<file path="src/shared/itfc_pkg.sv">
/*
 * Constants, types and states shared by the contact-input frequency control.
 * Assumes one 50 MHz clock and settings held stable by the parameter set.
 */
package itfc_pkg;

  // Widths; frequencies are in 0.1 % of maximum output frequency
  localparam int unsigned NUM_TERM = 10;
  localparam int unsigned SEL_W    = 8;
  localparam int unsigned FREQ_W   = 12;
  localparam int unsigned TIME_W   = 16;

  typedef logic [SEL_W-1:0]  itfc_sel_t;
  typedef logic [FREQ_W-1:0] itfc_freq_t;
  typedef logic [TIME_W-1:0] itfc_time_t;

  // Selector function codes
  localparam itfc_sel_t SEL_BLOCK_NO  = 8'h08;
  localparam itfc_sel_t SEL_BLOCK_NC  = 8'h09;
  localparam itfc_sel_t SEL_RAMP_HOLD = 8'h0a;
  localparam itfc_sel_t SEL_RAISE     = 8'h10;
  localparam itfc_sel_t SEL_LOWER     = 8'h11;

  // Limit range and reset values
  localparam itfc_freq_t PCT_MAX          = 12'd1100;
  localparam itfc_freq_t UPPER_RST        = 12'd1000;
  localparam itfc_freq_t LOWER_RST        = 12'd0;
  localparam itfc_freq_t MASTER_LOWER_RST = 12'd0;
  localparam itfc_freq_t FREQ_ZERO        = 12'd0;
  localparam logic       HOLD_MEM_RST     = 1'b0;
  localparam itfc_time_t STEP_CYC_RST     = 16'h0001;

  // Sequencer states, Gray along stop, run, block, search
  typedef enum logic [1:0] {
    ST_STOP   = 2'b00,
    ST_RUN    = 2'b01,
    ST_BLOCK  = 2'b11,
    ST_SEARCH = 2'b10
  } itfc_state_t;

endpackage : itfc_pkg

</file>
<file path="src/shared/itfc_func_if.sv">
/*
 * Decoded contact functions passed from the selector decoder to the core.
 * Assumes both ends sit in the same clock domain.
 */
`timescale 1ns/1ps
interface itfc_func_if;
  logic block_req;
  logic hold_on;
  logic raise_on;
  logic lower_on;
  logic hold_assigned;
  logic updown_assigned;
  logic assign_err;

  modport decoder (
    output block_req, hold_on, raise_on, lower_on,
    output hold_assigned, updown_assigned, assign_err
  );
  modport user (
    input block_req, hold_on, raise_on, lower_on,
    input hold_assigned, updown_assigned, assign_err
  );
endinterface : itfc_func_if

</file>
<file path="src/itfc_decode.sv">
/*
 * Maps each contact terminal through its function selector.
 * Assumes terminals and selectors are synchronous and stable.
 */
`timescale 1ns/1ps
module itfc_decode #(
  parameter int unsigned NUM_TERM = itfc_pkg::NUM_TERM
) (
  input  wire itfc_pkg::itfc_sel_t [NUM_TERM-1:0] selector,
  input  wire logic [NUM_TERM-1:0]                 contact,
  itfc_func_if.decoder                             fn
);
  import itfc_pkg::*;

  logic [NUM_TERM-1:0] blk_v;
  logic [NUM_TERM-1:0] hold_v;
  logic [NUM_TERM-1:0] up_v;
  logic [NUM_TERM-1:0] dn_v;
  logic [NUM_TERM-1:0] hold_a;
  logic [NUM_TERM-1:0] up_a;
  logic [NUM_TERM-1:0] dn_a;

  // One decoder per terminal, each independent of the others
  for (genvar i = 0; i < NUM_TERM; i++) begin : g_term
    assign blk_v[i]  = (selector[i] == SEL_BLOCK_NO && contact[i])
                    || (selector[i] == SEL_BLOCK_NC && !contact[i]);
    assign hold_a[i] = (selector[i] == SEL_RAMP_HOLD);
    assign up_a[i]   = (selector[i] == SEL_RAISE);
    assign dn_a[i]   = (selector[i] == SEL_LOWER);
    assign hold_v[i] = hold_a[i] && contact[i];
    assign up_v[i]   = up_a[i] && contact[i];
    assign dn_v[i]   = dn_a[i] && contact[i];
  end

  // Reduce to function levels and assignment checks
  assign fn.block_req       = |blk_v;
  assign fn.hold_on         = |hold_v;
  assign fn.raise_on        = |up_v;
  assign fn.lower_on        = |dn_v;
  assign fn.hold_assigned   = |hold_a;
  assign fn.updown_assigned = (|up_a) && (|dn_a);
  assign fn.assign_err      = ((|up_a) != (|dn_a))
                           || (((|up_a) || (|dn_a)) && (|hold_a));

  initial begin
    if (NUM_TERM < 1 || NUM_TERM > 32)
      $error("itfc_decode: NUM_TERM out of range");
  end

endmodule : itfc_decode

</file>
<file path="src/itfc_ramp.sv">
/*
 * Output frequency ramp: one unit per step period toward a target.
 * Assumes step periods of at least one cycle; zero is treated as one.
 */
`timescale 1ns/1ps
module itfc_ramp (
  input  wire logic                clock,
  input  wire logic                resetn,
  input  wire logic                load,
  input  wire itfc_pkg::itfc_freq_t load_value,
  input  wire logic                freeze,
  input  wire itfc_pkg::itfc_freq_t target,
  input  wire itfc_pkg::itfc_time_t accel_cycles,
  input  wire itfc_pkg::itfc_time_t decel_cycles,
  output logic                     at_target,
  output itfc_pkg::itfc_freq_t     freq
);
  import itfc_pkg::*;

  typedef struct packed {
    itfc_freq_t freq;
    itfc_time_t cnt;
  } itfc_ramp_st_t;

  itfc_ramp_st_t s_r;
  itfc_ramp_st_t s_nxt;
  itfc_time_t    period;

  // Next ramp value; load wins, freeze holds the value and clears the timer
  always_comb begin
    s_nxt  = s_r;
    period = (target > s_r.freq) ? accel_cycles : decel_cycles;
    if (load) begin
      s_nxt.freq = load_value;
      s_nxt.cnt  = '0;
    end else if (!freeze && target != s_r.freq) begin
      if (s_r.cnt + 16'h0001 >= period) begin
        s_nxt.cnt  = '0;
        s_nxt.freq = (target > s_r.freq) ? s_r.freq + 12'd1
                                         : s_r.freq - 12'd1;
      end else begin
        s_nxt.cnt = s_r.cnt + 16'h0001;
      end
    end else begin
      s_nxt.cnt = '0;
    end
  end

  // State register
  always_ff @(posedge clock or negedge resetn) begin
    if (!resetn) begin
      s_r <= '{freq: FREQ_ZERO, cnt: '0};
    end else begin
      s_r <= s_nxt;
    end
  end

  assign freq      = s_r.freq;
  assign at_target = (s_r.freq == target);

endmodule : itfc_ramp

</file>
<file path="src/itfc_top.sv">
/*
 * Contact-input frequency control: output block, ramp hold with
 * retained hold frequency, raise/lower stepping within limits, and
 * input assignment checking.
 * Assumes a 50 MHz clock, synchronous contact inputs, and an external
 * non-volatile store that keeps held_reference_memory across power-off
 * and offers it back through held_reference_restore.
 */
`timescale 1ns/1ps
module itfc_top #(
  parameter int unsigned NUM_TERM = itfc_pkg::NUM_TERM
) (
  input  wire logic                                 clock,
  input  wire logic                                 resetn,
  input  wire logic [NUM_TERM-1:0]                  contact_terminal,
  input  wire itfc_pkg::itfc_sel_t [NUM_TERM-1:0]   input_function_selector,
  input  wire logic                                 hold_memory_select,
  input  wire itfc_pkg::itfc_freq_t                 reference_upper_limit,
  input  wire itfc_pkg::itfc_freq_t                 reference_lower_limit,
  input  wire itfc_pkg::itfc_freq_t                 master_reference_lower_limit,
  input  wire itfc_pkg::itfc_time_t                 accel_step_cycles,
  input  wire itfc_pkg::itfc_time_t                 decel_step_cycles,
  input  wire logic                                 run_command,
  input  wire itfc_pkg::itfc_freq_t                 frequency_reference,
  input  wire logic                                 restore_load,
  input  wire itfc_pkg::itfc_freq_t                 held_reference_restore,
  output logic                                      drive_enable,
  output logic                                      motor_coasting,
  output logic                                      speed_search_start,
  output itfc_pkg::itfc_freq_t                      speed_search_frequency,
  output itfc_pkg::itfc_freq_t                      output_frequency,
  output logic                                      frequency_agree,
  output itfc_pkg::itfc_freq_t                      held_reference_memory,
  output logic                                      hold_memory_active,
  output logic                                      multi_step_enable,
  output logic                                      invalid_input_assignment_error
);
  import itfc_pkg::*;

  // Whole control state of the core
  typedef struct packed {
    itfc_state_t state;
    logic        run_d;
    itfc_freq_t  pre_block;
    itfc_freq_t  held_mem;
    logic        search;
    logic        drive_en;
    logic        err;
  } itfc_core_st_t;

  itfc_core_st_t s_r;
  itfc_core_st_t s_nxt;

  itfc_func_if fn ();

  logic       run_ok;
  logic       run_rise;
  logic       mem_eff;
  logic       ud_used;
  logic       ramp_load;
  logic       ramp_freeze;
  itfc_freq_t ramp_load_val;
  itfc_freq_t ramp_target;
  itfc_freq_t ramp_freq;
  logic       ramp_at;
  itfc_freq_t upper_eff;
  itfc_freq_t lower_eff;
  itfc_freq_t ref_clamped;
  itfc_freq_t restart_val;

  // Terminal decoding
  itfc_decode #(
    .NUM_TERM (NUM_TERM)
  ) u_decode (
    .selector (input_function_selector),
    .contact  (contact_terminal),
    .fn       (fn)
  );

  // Output frequency ramp
  itfc_ramp u_ramp (
    .clock        (clock),
    .resetn       (resetn),
    .load         (ramp_load),
    .load_value   (ramp_load_val),
    .freeze       (ramp_freeze),
    .target       (ramp_target),
    .accel_cycles (accel_step_cycles),
    .decel_cycles (decel_step_cycles),
    .at_target    (ramp_at),
    .freq         (ramp_freq)
  );

  // Effective limits; settings above 110.0 % are capped at the range
  always_comb begin
    upper_eff = (reference_upper_limit > PCT_MAX)
              ? PCT_MAX : reference_upper_limit;
    lower_eff = (reference_lower_limit > master_reference_lower_limit)
              ? reference_lower_limit
              : master_reference_lower_limit;
    if (lower_eff > upper_eff) begin
      lower_eff = upper_eff;
    end
    ref_clamped = frequency_reference;
    if (ref_clamped > upper_eff) begin
      ref_clamped = upper_eff;
    end
    if (ref_clamped < lower_eff) begin
      ref_clamped = lower_eff;
    end
  end

  // Qualifiers derived from the decoded functions
  assign ud_used  = fn.updown_assigned && !fn.assign_err;
  assign mem_eff  = hold_memory_select
                 && (fn.hold_assigned || fn.updown_assigned);
  assign run_ok   = run_command && !fn.assign_err;
  assign run_rise = run_ok && !s_r.run_d;

  // Value to restart from on a run edge
  always_comb begin
    if (mem_eff) begin
      restart_val = s_r.held_mem;
    end else begin
      restart_val = FREQ_ZERO;
    end
    if (restart_val > upper_eff) begin
      restart_val = upper_eff;
    end
  end

  // Ramp steering: load on starts and searches, freeze on hold
  always_comb begin
    ramp_load     = 1'b0;
    ramp_load_val = FREQ_ZERO;
    ramp_freeze   = 1'b0;
    ramp_target   = FREQ_ZERO;
    case (s_r.state)
      ST_STOP: begin
        ramp_load     = 1'b1;                                // Idle at zero
        ramp_load_val = FREQ_ZERO;
        if (run_rise) begin
          ramp_load_val = restart_val;
          if (fn.hold_on && !mem_eff) begin
            ramp_load_val = FREQ_ZERO;
          end
        end
      end
      ST_RUN: begin
        if (ud_used) begin
          // Raise/lower drives the target to a limit or holds in place
          if (fn.raise_on && !fn.lower_on) begin
            ramp_target = upper_eff;
          end else if (fn.lower_on && !fn.raise_on) begin
            ramp_target = lower_eff;
          end else if (ramp_freq < lower_eff) begin
            ramp_target = lower_eff;
          end else if (ramp_freq > upper_eff) begin
            ramp_target = upper_eff;
          end else begin
            ramp_target = ramp_freq;
          end
        end else begin
          ramp_target = ref_clamped;
          ramp_freeze = fn.hold_on;
        end
      end
      ST_BLOCK: begin
        ramp_load     = 1'b1;                                // No drive
        ramp_load_val = FREQ_ZERO;
      end
      ST_SEARCH: begin
        ramp_load     = 1'b1;
        ramp_load_val = s_r.pre_block;
      end
      default: begin
        ramp_load     = 1'b1;
        ramp_load_val = FREQ_ZERO;
      end
    endcase
  end

  // Sequencer and held-frequency memory
  always_comb begin
    s_nxt        = s_r;
    s_nxt.run_d  = run_ok;
    s_nxt.search = 1'b0;
    s_nxt.err    = fn.assign_err;
    case (s_r.state)
      ST_STOP: begin
        s_nxt.drive_en = 1'b0;
        if (run_rise && !fn.block_req) begin
          s_nxt.state    = ST_RUN;
          s_nxt.drive_en = 1'b1;
        end
      end
      ST_RUN: begin
        s_nxt.drive_en = 1'b1;
        if (!run_ok) begin
          s_nxt.state    = ST_STOP;
          s_nxt.drive_en = 1'b0;
        end else if (fn.block_req) begin
          s_nxt.state     = ST_BLOCK;
          s_nxt.drive_en  = 1'b0;
          s_nxt.pre_block = ramp_freq;
        end
      end
      ST_BLOCK: begin
        s_nxt.drive_en = 1'b0;
        if (!run_ok) begin
          s_nxt.state = ST_STOP;
        end else if (!fn.block_req) begin
          s_nxt.state    = ST_SEARCH;
          s_nxt.search   = 1'b1;
          s_nxt.drive_en = 1'b1;
        end
      end
      ST_SEARCH: begin
        s_nxt.drive_en = 1'b1;
        s_nxt.state    = ST_RUN;
        if (!run_ok) begin
          s_nxt.state    = ST_STOP;
          s_nxt.drive_en = 1'b0;
        end
      end
      default: begin
        s_nxt.state    = ST_STOP;
        s_nxt.drive_en = 1'b0;
      end
    endcase
    // Retained frequency: latch on hold, follow raise/lower while running
    if (restore_load) begin
      s_nxt.held_mem = held_reference_restore;
    end else if (mem_eff && s_r.state == ST_RUN) begin
      if (fn.hold_on && !fn.updown_assigned) begin
        s_nxt.held_mem = ramp_freq;
      end else if (ud_used) begin
        s_nxt.held_mem = ramp_freq;
      end
    end
  end

  // Core state register
  always_ff @(posedge clock or negedge resetn) begin
    if (!resetn) begin
      s_r <= '{state:     ST_STOP,
               run_d:     1'b0,
               pre_block: FREQ_ZERO,
               held_mem:  FREQ_ZERO,
               search:    1'b0,
               drive_en:  1'b0,
               err:       1'b0};
    end else begin
      s_r <= s_nxt;
    end
  end

  // Output drive
  assign drive_enable                   = s_r.drive_en;
  assign motor_coasting                 = (s_r.state == ST_BLOCK);
  assign speed_search_start             = s_r.search;
  assign speed_search_frequency         = s_r.pre_block;
  assign output_frequency               = s_r.drive_en ? ramp_freq
                                                       : FREQ_ZERO;
  assign frequency_agree                = s_r.drive_en && ramp_at;
  assign held_reference_memory          = s_r.held_mem;
  assign hold_memory_active             = mem_eff;
  assign multi_step_enable              = !ud_used;
  assign invalid_input_assignment_error = s_r.err;

  initial begin
    if (NUM_TERM < 1 || NUM_TERM > 32)
      $error("itfc_top: NUM_TERM out of range");
  end

endmodule : itfc_top

</file>
<file path="config.mk">
export PLATFORM = sky130hd
export DESIGN_NAME = itfc_top
export DESIGN_NICKNAME = d
export VERILOG_FILES = /design/src/shared/itfc_pkg.sv /design/src/shared/itfc_func_if.sv /design/src/itfc_decode.sv /design/src/itfc_ramp.sv /design/src/itfc_top.sv
export SDC_FILE = /design/constraint.sdc
export NUM_CORES = 1
export LEC_CHECK = 0
export BUFFER_PORTS_ARGS = -buffer_cell sky130_fd_sc_hd__buf_2
export CORE_MARGIN = 1.5
export CORE_UTILIZATION = 37
export DETAILED_ROUTE_END_ITERATION = 8
export REMOVE_ABC_BUFFERS = 1
export SKIP_CTS_REPAIR_TIMING = 1
export SKIP_LAST_GASP = 1
export SYNTH_ARGS = -nofsm -noshare
export SYNTH_HDL_FRONTEND = slang
export SYNTH_SLANG_ARGS = --single-unit
</file>
<file path="constraint.sdc">
create_clock -name clock -period 16.6 [get_ports clock]
set_input_delay 3.32 -clock clock [delete_from_list [all_inputs] [get_ports clock]]
set_output_delay 3.32 -clock clock [all_outputs]
set_load 0.02 [all_outputs]
</file>
==> flow_summary.yaml, run 1 <==
synthesis:
  synthArstFlopShare: 1.00
  synth_cells: 1093
  synth-seq-cells: 58
  synth_edf_count: 0
  yosysSeqAreaShare: 0.173
  syn-cell-area_mm2: 0.00841
  yosysUniqueCellTypes: 71
  synthFlopType: "dfrtp_1"
  syn-mean-instance-area_um2: 7.69
  yosysWarnings: 0
flow_run:
  cap_violations: 0
floorplanning:
  dieHeight_um: 154
  dieArea_mm2: 0.0236
  rows: 54
  core_mm2: 0.0221
  io_pins: 230
  die_w_um: 154
  initial_utilization: 0.381
setup_path:
  crit_start: "master_reference_lower_limit[10]"
  critical-path-max-stage-delay_ns: 0.72
  timing.rr.start: "u_ramp.freq[9]"
  critPathRequiredTime_ns: 13.28
  setup.worst_path.class: "in -> out"
  crit_fanout: 16
  path_common_cell: "ha_1"
  critical_path.endpoint_type: "output port"
  arrival_ns: 10.90
  cpMaxStageDelayCell: "o31a_1"
  critPathLaunchType: "primary input"
sta:
  setup_viol: 0
  clock_skew_ns: 0.00801
  fin_setup_tns_ns: 0
  max-slew-margin-rel: 0.281
  max_freq_mhz: 70.3
  grt_setup_unrepaired: "false"
  finalCriticalPeriod_ns: 14.22
  maxSlewViolCount: 0
  final_hold_viol_count: 0
  worst_pin_slew_ns: 1.08
  timing.final.crit_share: 0.856
grt:
  grt_pass1_vias: 8534
  grt_pass1_wl_um: 43200
  antenna_found_initial: 0
  grt_max_degree: 59
  grt_use_total: 0.225
  overflow: 0
placement:
  gp_routability_congestion: 0.879
  placed_cells: 1556
  hpwl_um: 21800
  port_buffers: 229
route:
  first_iter_violations: 451
  first_pass_iters: 6
  routed_wl_um: 26600
  post_drt_wl_per_cell_um: 16.9
  ant_nets: 0
  viasPerCell: 5.55
  drc: 0
  via_count: 8731
cells_and_area:
  finalNetCount: 1596
  area_growth_pct: 18.7
  final_cells: 1572
  drive_above_1_share: 0.206
  post-route-util: 0.452
  n_antenna_cell: 0
clocking:
  cts_tree: "done"
  worstSkewPairLatency_ns: 0.34
  cts_sinks: 58
  cts.clk_slew.worst_paths_ns: 0.06
  clockRootBuffer: "clkbuf_16"
  clock_path_buffers: 2
  htree_levels: 3
  cts-buffers-inserted: 9
power:
  powerDensity_mw_per_mm2: 107
  p_leak_nw: 5.26
  ir_worst_vdd_mv: 0.0654
outcome:
  outcome: "completed"
min_path:
  min_path_type: "reg -> reg"
  hold_start: "speed_search_frequency[10]"
==> cells in the mapped netlist (4+ instances only) <==
| cell type | n | area (µm²) |
|---|---|---|
| a211o_1 | 4 | 35.0 |
| a211oi_1 | 19 | 143 |
| nand3b_1 | 6 | 45.0 |
| o22ai_1 | 7 | 43.8 |
| o21ai_1 | 6 | 30.0 |
| nand2b_1 | 16 | 100 |
| dfrtp_1 | 58 | 1450 |
| nand3_1 | 37 | 185 |
| nor2_1 | 44 | 165 |
| and3_1 | 15 | 93.8 |
| xor2_1 | 12 | 105 |
| o21a_1 | 5 | 37.5 |
| buf_4 | 25 | 188 |
| ha_1 | 121 | 1510 |
| o21ai_0 | 81 | 405 |
| a222oi_1 | 5 | 50.1 |
| nor2b_1 | 36 | 225 |
| inv_1 | 74 | 278 |
| a21o_1 | 31 | 233 |
| buf_1 | 5 | 18.8 |
| nand2_1 | 128 | 480 |
| o211ai_1 | 14 | 105 |
| nand4b_1 | 5 | 43.8 |
| nor4_1 | 15 | 93.8 |
| and4_1 | 5 | 43.8 |
| and2_1 | 24 | 150 |
| a221oi_1 | 6 | 52.6 |
| a2111o_1 | 5 | 56.3 |
| nor3b_1 | 6 | 45.0 |
| nand4_1 | 26 | 163 |
| mux2_2 | 6 | 67.6 |
| buf_2 | 4 | 20.0 |
| a21oi_1 | 71 | 355 |
| nor3_1 | 17 | 85.1 |
| o221ai_1 | 7 | 61.3 |
| clkbuf_1 | 23 | 86.3 |
| mux2i_1 | 50 | 500 |
| xnor2_1 | 22 | 193 |
| or3_1 | 4 | 25.0 |
==> area by class of cell <==
class                      count  area (µm²)
fill                        2256       12100
multi-input combinational    906        6380
sequential                    58        1450
timing repair buffer         237        1210
tap                          280         350
inverter                      75         282
clock buffer                  10         229
clock inverter                 6        91.3
==> power by group <==
group / switching, W / internal, W
Clock: 0.0000688 / 0.000131
Sequential: 0.0000388 / 0.000161
Combinational: 0.000382 / 0.000286
Total: 0.000490 / 0.000578
==> flip-flops by register name, summed over array words and instances (netlist names) <==
| signal | flops |
|---|---|
| drive_enable | 1 |
| held_reference_memory | 12 |
| invalid_input_assignment_error | 1 |
| s_r | 3 |
| speed_search_frequency | 12 |
| speed_search_start | 1 |
| u_ramp.freq | 12 |
| u_ramp.s_r | 16 |
==> stage by stage <==
| step | instance area [µm²] | total power, W | hold slack, ns | worst slack, ns |
|---|---|---|---|---|
| 2_1_floorplan | 8110 | 0.000676 | 0.481 | 3.56 |
| 3_3_place_gp | 9670 | 0.000857 | 0.494 | 2.65 |
| 3_5_place_dp | 9670 | 0.000861 | 0.498 | 2.33 |
| 4_1_cts | 9990 | 0.00107 | 0.511 | 2.57 |
| 5_1_grt | 9990 | 0.00117 | 0.535 | 1.36 |
| 6_report | 9990 | 0.00107 | 0.511 | 2.38 |
==> placed cells by master (no fill, tap or decap), types with 5 or more instances in the layout <==
master / synthesis / routed
and3_1: 15 / 15
xor2_1: 12 / 12
nor4_1: 15 / 15
o22ai_1: 7 / 7
nand3b_1: 6 / 6
a211oi_1: 19 / 19
inv_1: 74 / 74
a222oi_1: 5 / 5
buf_2: 4 / 229
a21o_1: 31 / 31
and2_1: 24 / 24
dfrtp_1: 58 / 58
nor3_1: 17 / 17
ha_1: 121 / 121
a2111o_1: 5 / 5
clkbuf_16: 0 / 9
o211ai_1: 14 / 14
xnor2_1: 22 / 22
nand3_1: 37 / 37
nor2_1: 44 / 44
nor3b_1: 6 / 6
nand2_1: 128 / 128
nand2b_1: 16 / 16
and4_1: 5 / 5
o221ai_1: 7 / 7
nand4_1: 26 / 26
o21ai_1: 6 / 6
o21ai_0: 81 / 81
mux2_2: 6 / 6
a221oi_1: 6 / 6
a21oi_1: 71 / 71
o21a_1: 5 / 5
nand4b_1: 5 / 5
mux2i_1: 50 / 50
buf_4: 25 / 8
nor2b_1: 36 / 36
==> final timing paths <==
path	cells after the start	to	slack, ns
max	29	frequency_agree	2.38
min	2	speed_search_frequency[10]	0.51
max reg2reg	28	u_ramp.freq[11]	9.05
min reg2reg	2	speed_search_frequency[10]	0.51
max in group asynchronous	2	speed_search_frequency[2]	12.91
min in group asynchronous	2	speed_search_frequency[9]	3.13
==> kinds of logic (layout without fill, tap and decap cells) <==
family          after synthesis  count (layout)  share of synthesized area
compound gates              293             293                      0.225
xor+xnor                     34              34                     0.0354
fa+ha+maj                   122             122                      0.182
buf+inv                     132             328                     0.0707
flops                        58              58                      0.173
mux                          57              57                     0.0689
other cells                   1               4                   0.000446
simple gates                396             396                      0.244
==> critical path: cells and delay by family <==
family          cells  cell delay, ns
buf+inv             6            0.89
mux                 1            0.35
compound gates     11            3.96
fa+ha+maj           4            1.14
simple gates        7            1.20
==> metal layers <==
layer,share of wire,global-route usage
met3,0.049,0.0338
met4,0.022,0.0587
met1,0.45,0.287
met2,0.48,0.396
met5,0,0
(Power assumes the default switching activity.)
==> run 2, diff against run 1 <==
clock period = 15.5 ns   (was 16.6 ns; I/O delays follow)
==> run 2 against run 1 <==
  * Power up 5.9%
  * First-iteration DRC count up 15%
  * Critical path type is now in -> reg
  * Clock skew about the same
  * Via count down 0.37%
  * Largest power group unchanged
  * Hold slack worse by 0.0064 ns
  * Critical path depth up 13
  * Global-route usage down 0.24 points
  * Sequential share of layout area about the same
  * Sequential cell count unchanged
  * Sequential power up 7%
  * Die area unchanged
  * Final area about the same
==> flow_summary.yaml, run 2 (synthesis results as in run 1) <==
outcome:
  outcome: "completed"
clocking:
  worstSkewPairLatency_ns: 0.33
  cts_sinks: 58
  cts_tree: "done"
  cts.clk_slew.worst_paths_ns: 0.06
  htree_levels: 3
  cts-buffers-inserted: 9
  clock_path_buffers: 2
  clockRootBuffer: "clkbuf_16"
cells_and_area:
  area_growth_pct: 18.6
  regMostFlops: "u_ramp.s_r"
  final_cell_mix: "buf_2, nand2_1, ha_1"
  fillers: 2251
  largest_reg_flops: 16
  finalNetCount: 1598
  drive_above_1_share: 0.207
  layout.cells.most_common: "buf_2"
  final_cells: 1575
setup_path:
  critPathRequiredTime_ns: 15.75
  cpMaxStageDelayCell: "and2_1"
  arrival_ns: 14.07
  r2r_cells: 28
  crit_fanout: 17
  critPathBufInv: 6
  crit_start: "master_reference_lower_limit[10]"
  path_common_cell: "o21ai_0"
  critPathTopFamily: "compound AO/OA/AOI/OAI gates"
  critical_path.endpoint_type: "flip-flop"
  r2r_slack_ns: 7.95
  timing.rr.start: "u_ramp.freq[9]"
  crit_cells: 42
  setup.worst_path.class: "in -> reg"
  critPathLaunchType: "primary input"
  worstReg2RegEnd: "u_ramp.freq[11]"
  critical-path-max-stage-delay_ns: 0.82
sta:
  grt_setup_unrepaired: "false"
  setup_viol: 0
  maxSlewViolCount: 0
  max_freq_mhz: 72.4
  finalCriticalPeriod_ns: 13.82
  max-slew-margin-rel: 0.265
  final_hold_viol_count: 0
  timing.final.crit_share: 0.891
  fin_setup_tns_ns: 0
  clock_skew_ns: 0.00821
  worst_pin_slew_ns: 1.10
placement:
  hpwl_um: 21800
  gp_routability_congestion: 0.882
  port_buffers: 229
  placed_cells: 1558
route:
  post_drt_wl_per_cell_um: 16.8
  via_count: 8699
  first_pass_iters: 7
  viasPerCell: 5.52
  first_iter_violations: 518
  routed_wl_um: 26500
  drc: 0
  ant_nets: 0
power:
  p_switching_w: 0.000527
  seqPwrFrac: 0.189
  powerDensity_mw_per_mm2: 113
  p_clk_frac: 0.176
  ir_worst_vdd_mv: 0.0776
  internal_power_w: 0.000604
  pwr-share-comb: 0.635
  p_leak_nw: 5.26
  swShare: 0.466
min_path:
  min_path_type: "reg -> reg"
  hold_end: "speed_search_frequency[10]"
  holdPathStages: 2
  hold_start: "speed_search_frequency[10]"
floorplanning:
  io_pins: 230
  dieHeight_um: 154
  rows: 54
  core_mm2: 0.0221
  die_w_um: 154
  initial_utilization: 0.381
  dieArea_mm2: 0.0236
flow_run:
  cap_violations: 0
grt:
  antenna_found_initial: 0
  grt_pass1_wl_um: 42400
  overflow: 0
  grt_max_degree: 59
  grt_pass1_vias: 8372
  grt_use_total: 0.223
## run 2: cell types whose count changed in the layout (fill, tap and decap cells not counted)
cell	previous run	this run
inv_6	0	1
diode_2	0	1
bufinv_16	2	1
clkinv_2	0	1
buf_4	8	10
clkinv_4	1	0
## run 2: per-layer routing
layer	share of wire	global-route usage	vias up
li1	-	-	4406
met1	0.45	0.278	4003
met2	0.49	0.403	268
met3	0.049	0.0383	22
met4	0.013	0.0435	0
met5	0	0	-
## run 2: worst max-delay path by stage
stage	endpoint
CTS	u_ramp.freq[11]
floorplan	frequency_agree
detailed placement	u_ramp.freq[11]
finish	u_ramp.freq[11]
global route	u_ramp.freq[11]
global placement	u_ramp.freq[10]
## run 2: final cells by class
| type | instances | area (µm²) | area share |
|---|---|---|---|
| Multi-Input combinational cell | 906 | 6380 | 0.639 |
| Tap cell | 280 | 350 | 0.0351 |
| Sequential cell | 58 | 1450 | 0.145 |
| Inverter | 75 | 282 | 0.0282 |
| Clock inverter | 6 | 66.3 | 0.00665 |
| Timing Repair Buffer | 239 | 1220 | 0.122 |
| Antenna cell | 1 | 2.50 | 0.000251 |
| Clock buffer | 10 | 229 | 0.0229 |
## run 2: worst reg2reg max path, delay by kind of cell (launching register included)
| kind | cells | cell delay [ns] |
|---|---|---|
| compound gates | 18 | 3.33 |
| simple gates | 5 | 1.95 |
| fa+ha+maj | 3 | 1.09 |
| buf+inv | 1 | 0.49 |
| flops | 1 | 0.48 |
| xor+xnor | 1 | 0.15 |
## run 2: power groups by stage
stage	clock network [W]	logic [W]	registers [W]
final	0.000199	0.000718	0.000214
after global routing	0.000212	0.000815	0.000217
after CTS	0.000204	0.000712	0.000214
after detailed placement	0	0.000708	0.000217
after global placement	0	0.000701	0.000217
after floorplan	0	0.000516	0.000208
## run 2: metrics by stage
stage | total power, W | utilization | instance area [µm²] | hold WS [ns] | setup slack, ns
after floorplan | 0.000724 | - | 8110 | 0.481 | 2.90
after detailed placement | 0.000924 | 0.438 | 9680 | 0.500 | 1.48
after CTS | 0.00113 | 0.452 | 9980 | 0.513 | 1.82
final | 0.00113 | 0.452 | 9980 | 0.504 | 1.68
after global routing | 0.00124 | 0.452 | 9980 | 0.534 | 0.669
after global placement | 0.000918 | 0.438 | 9680 | 0.505 | 1.77
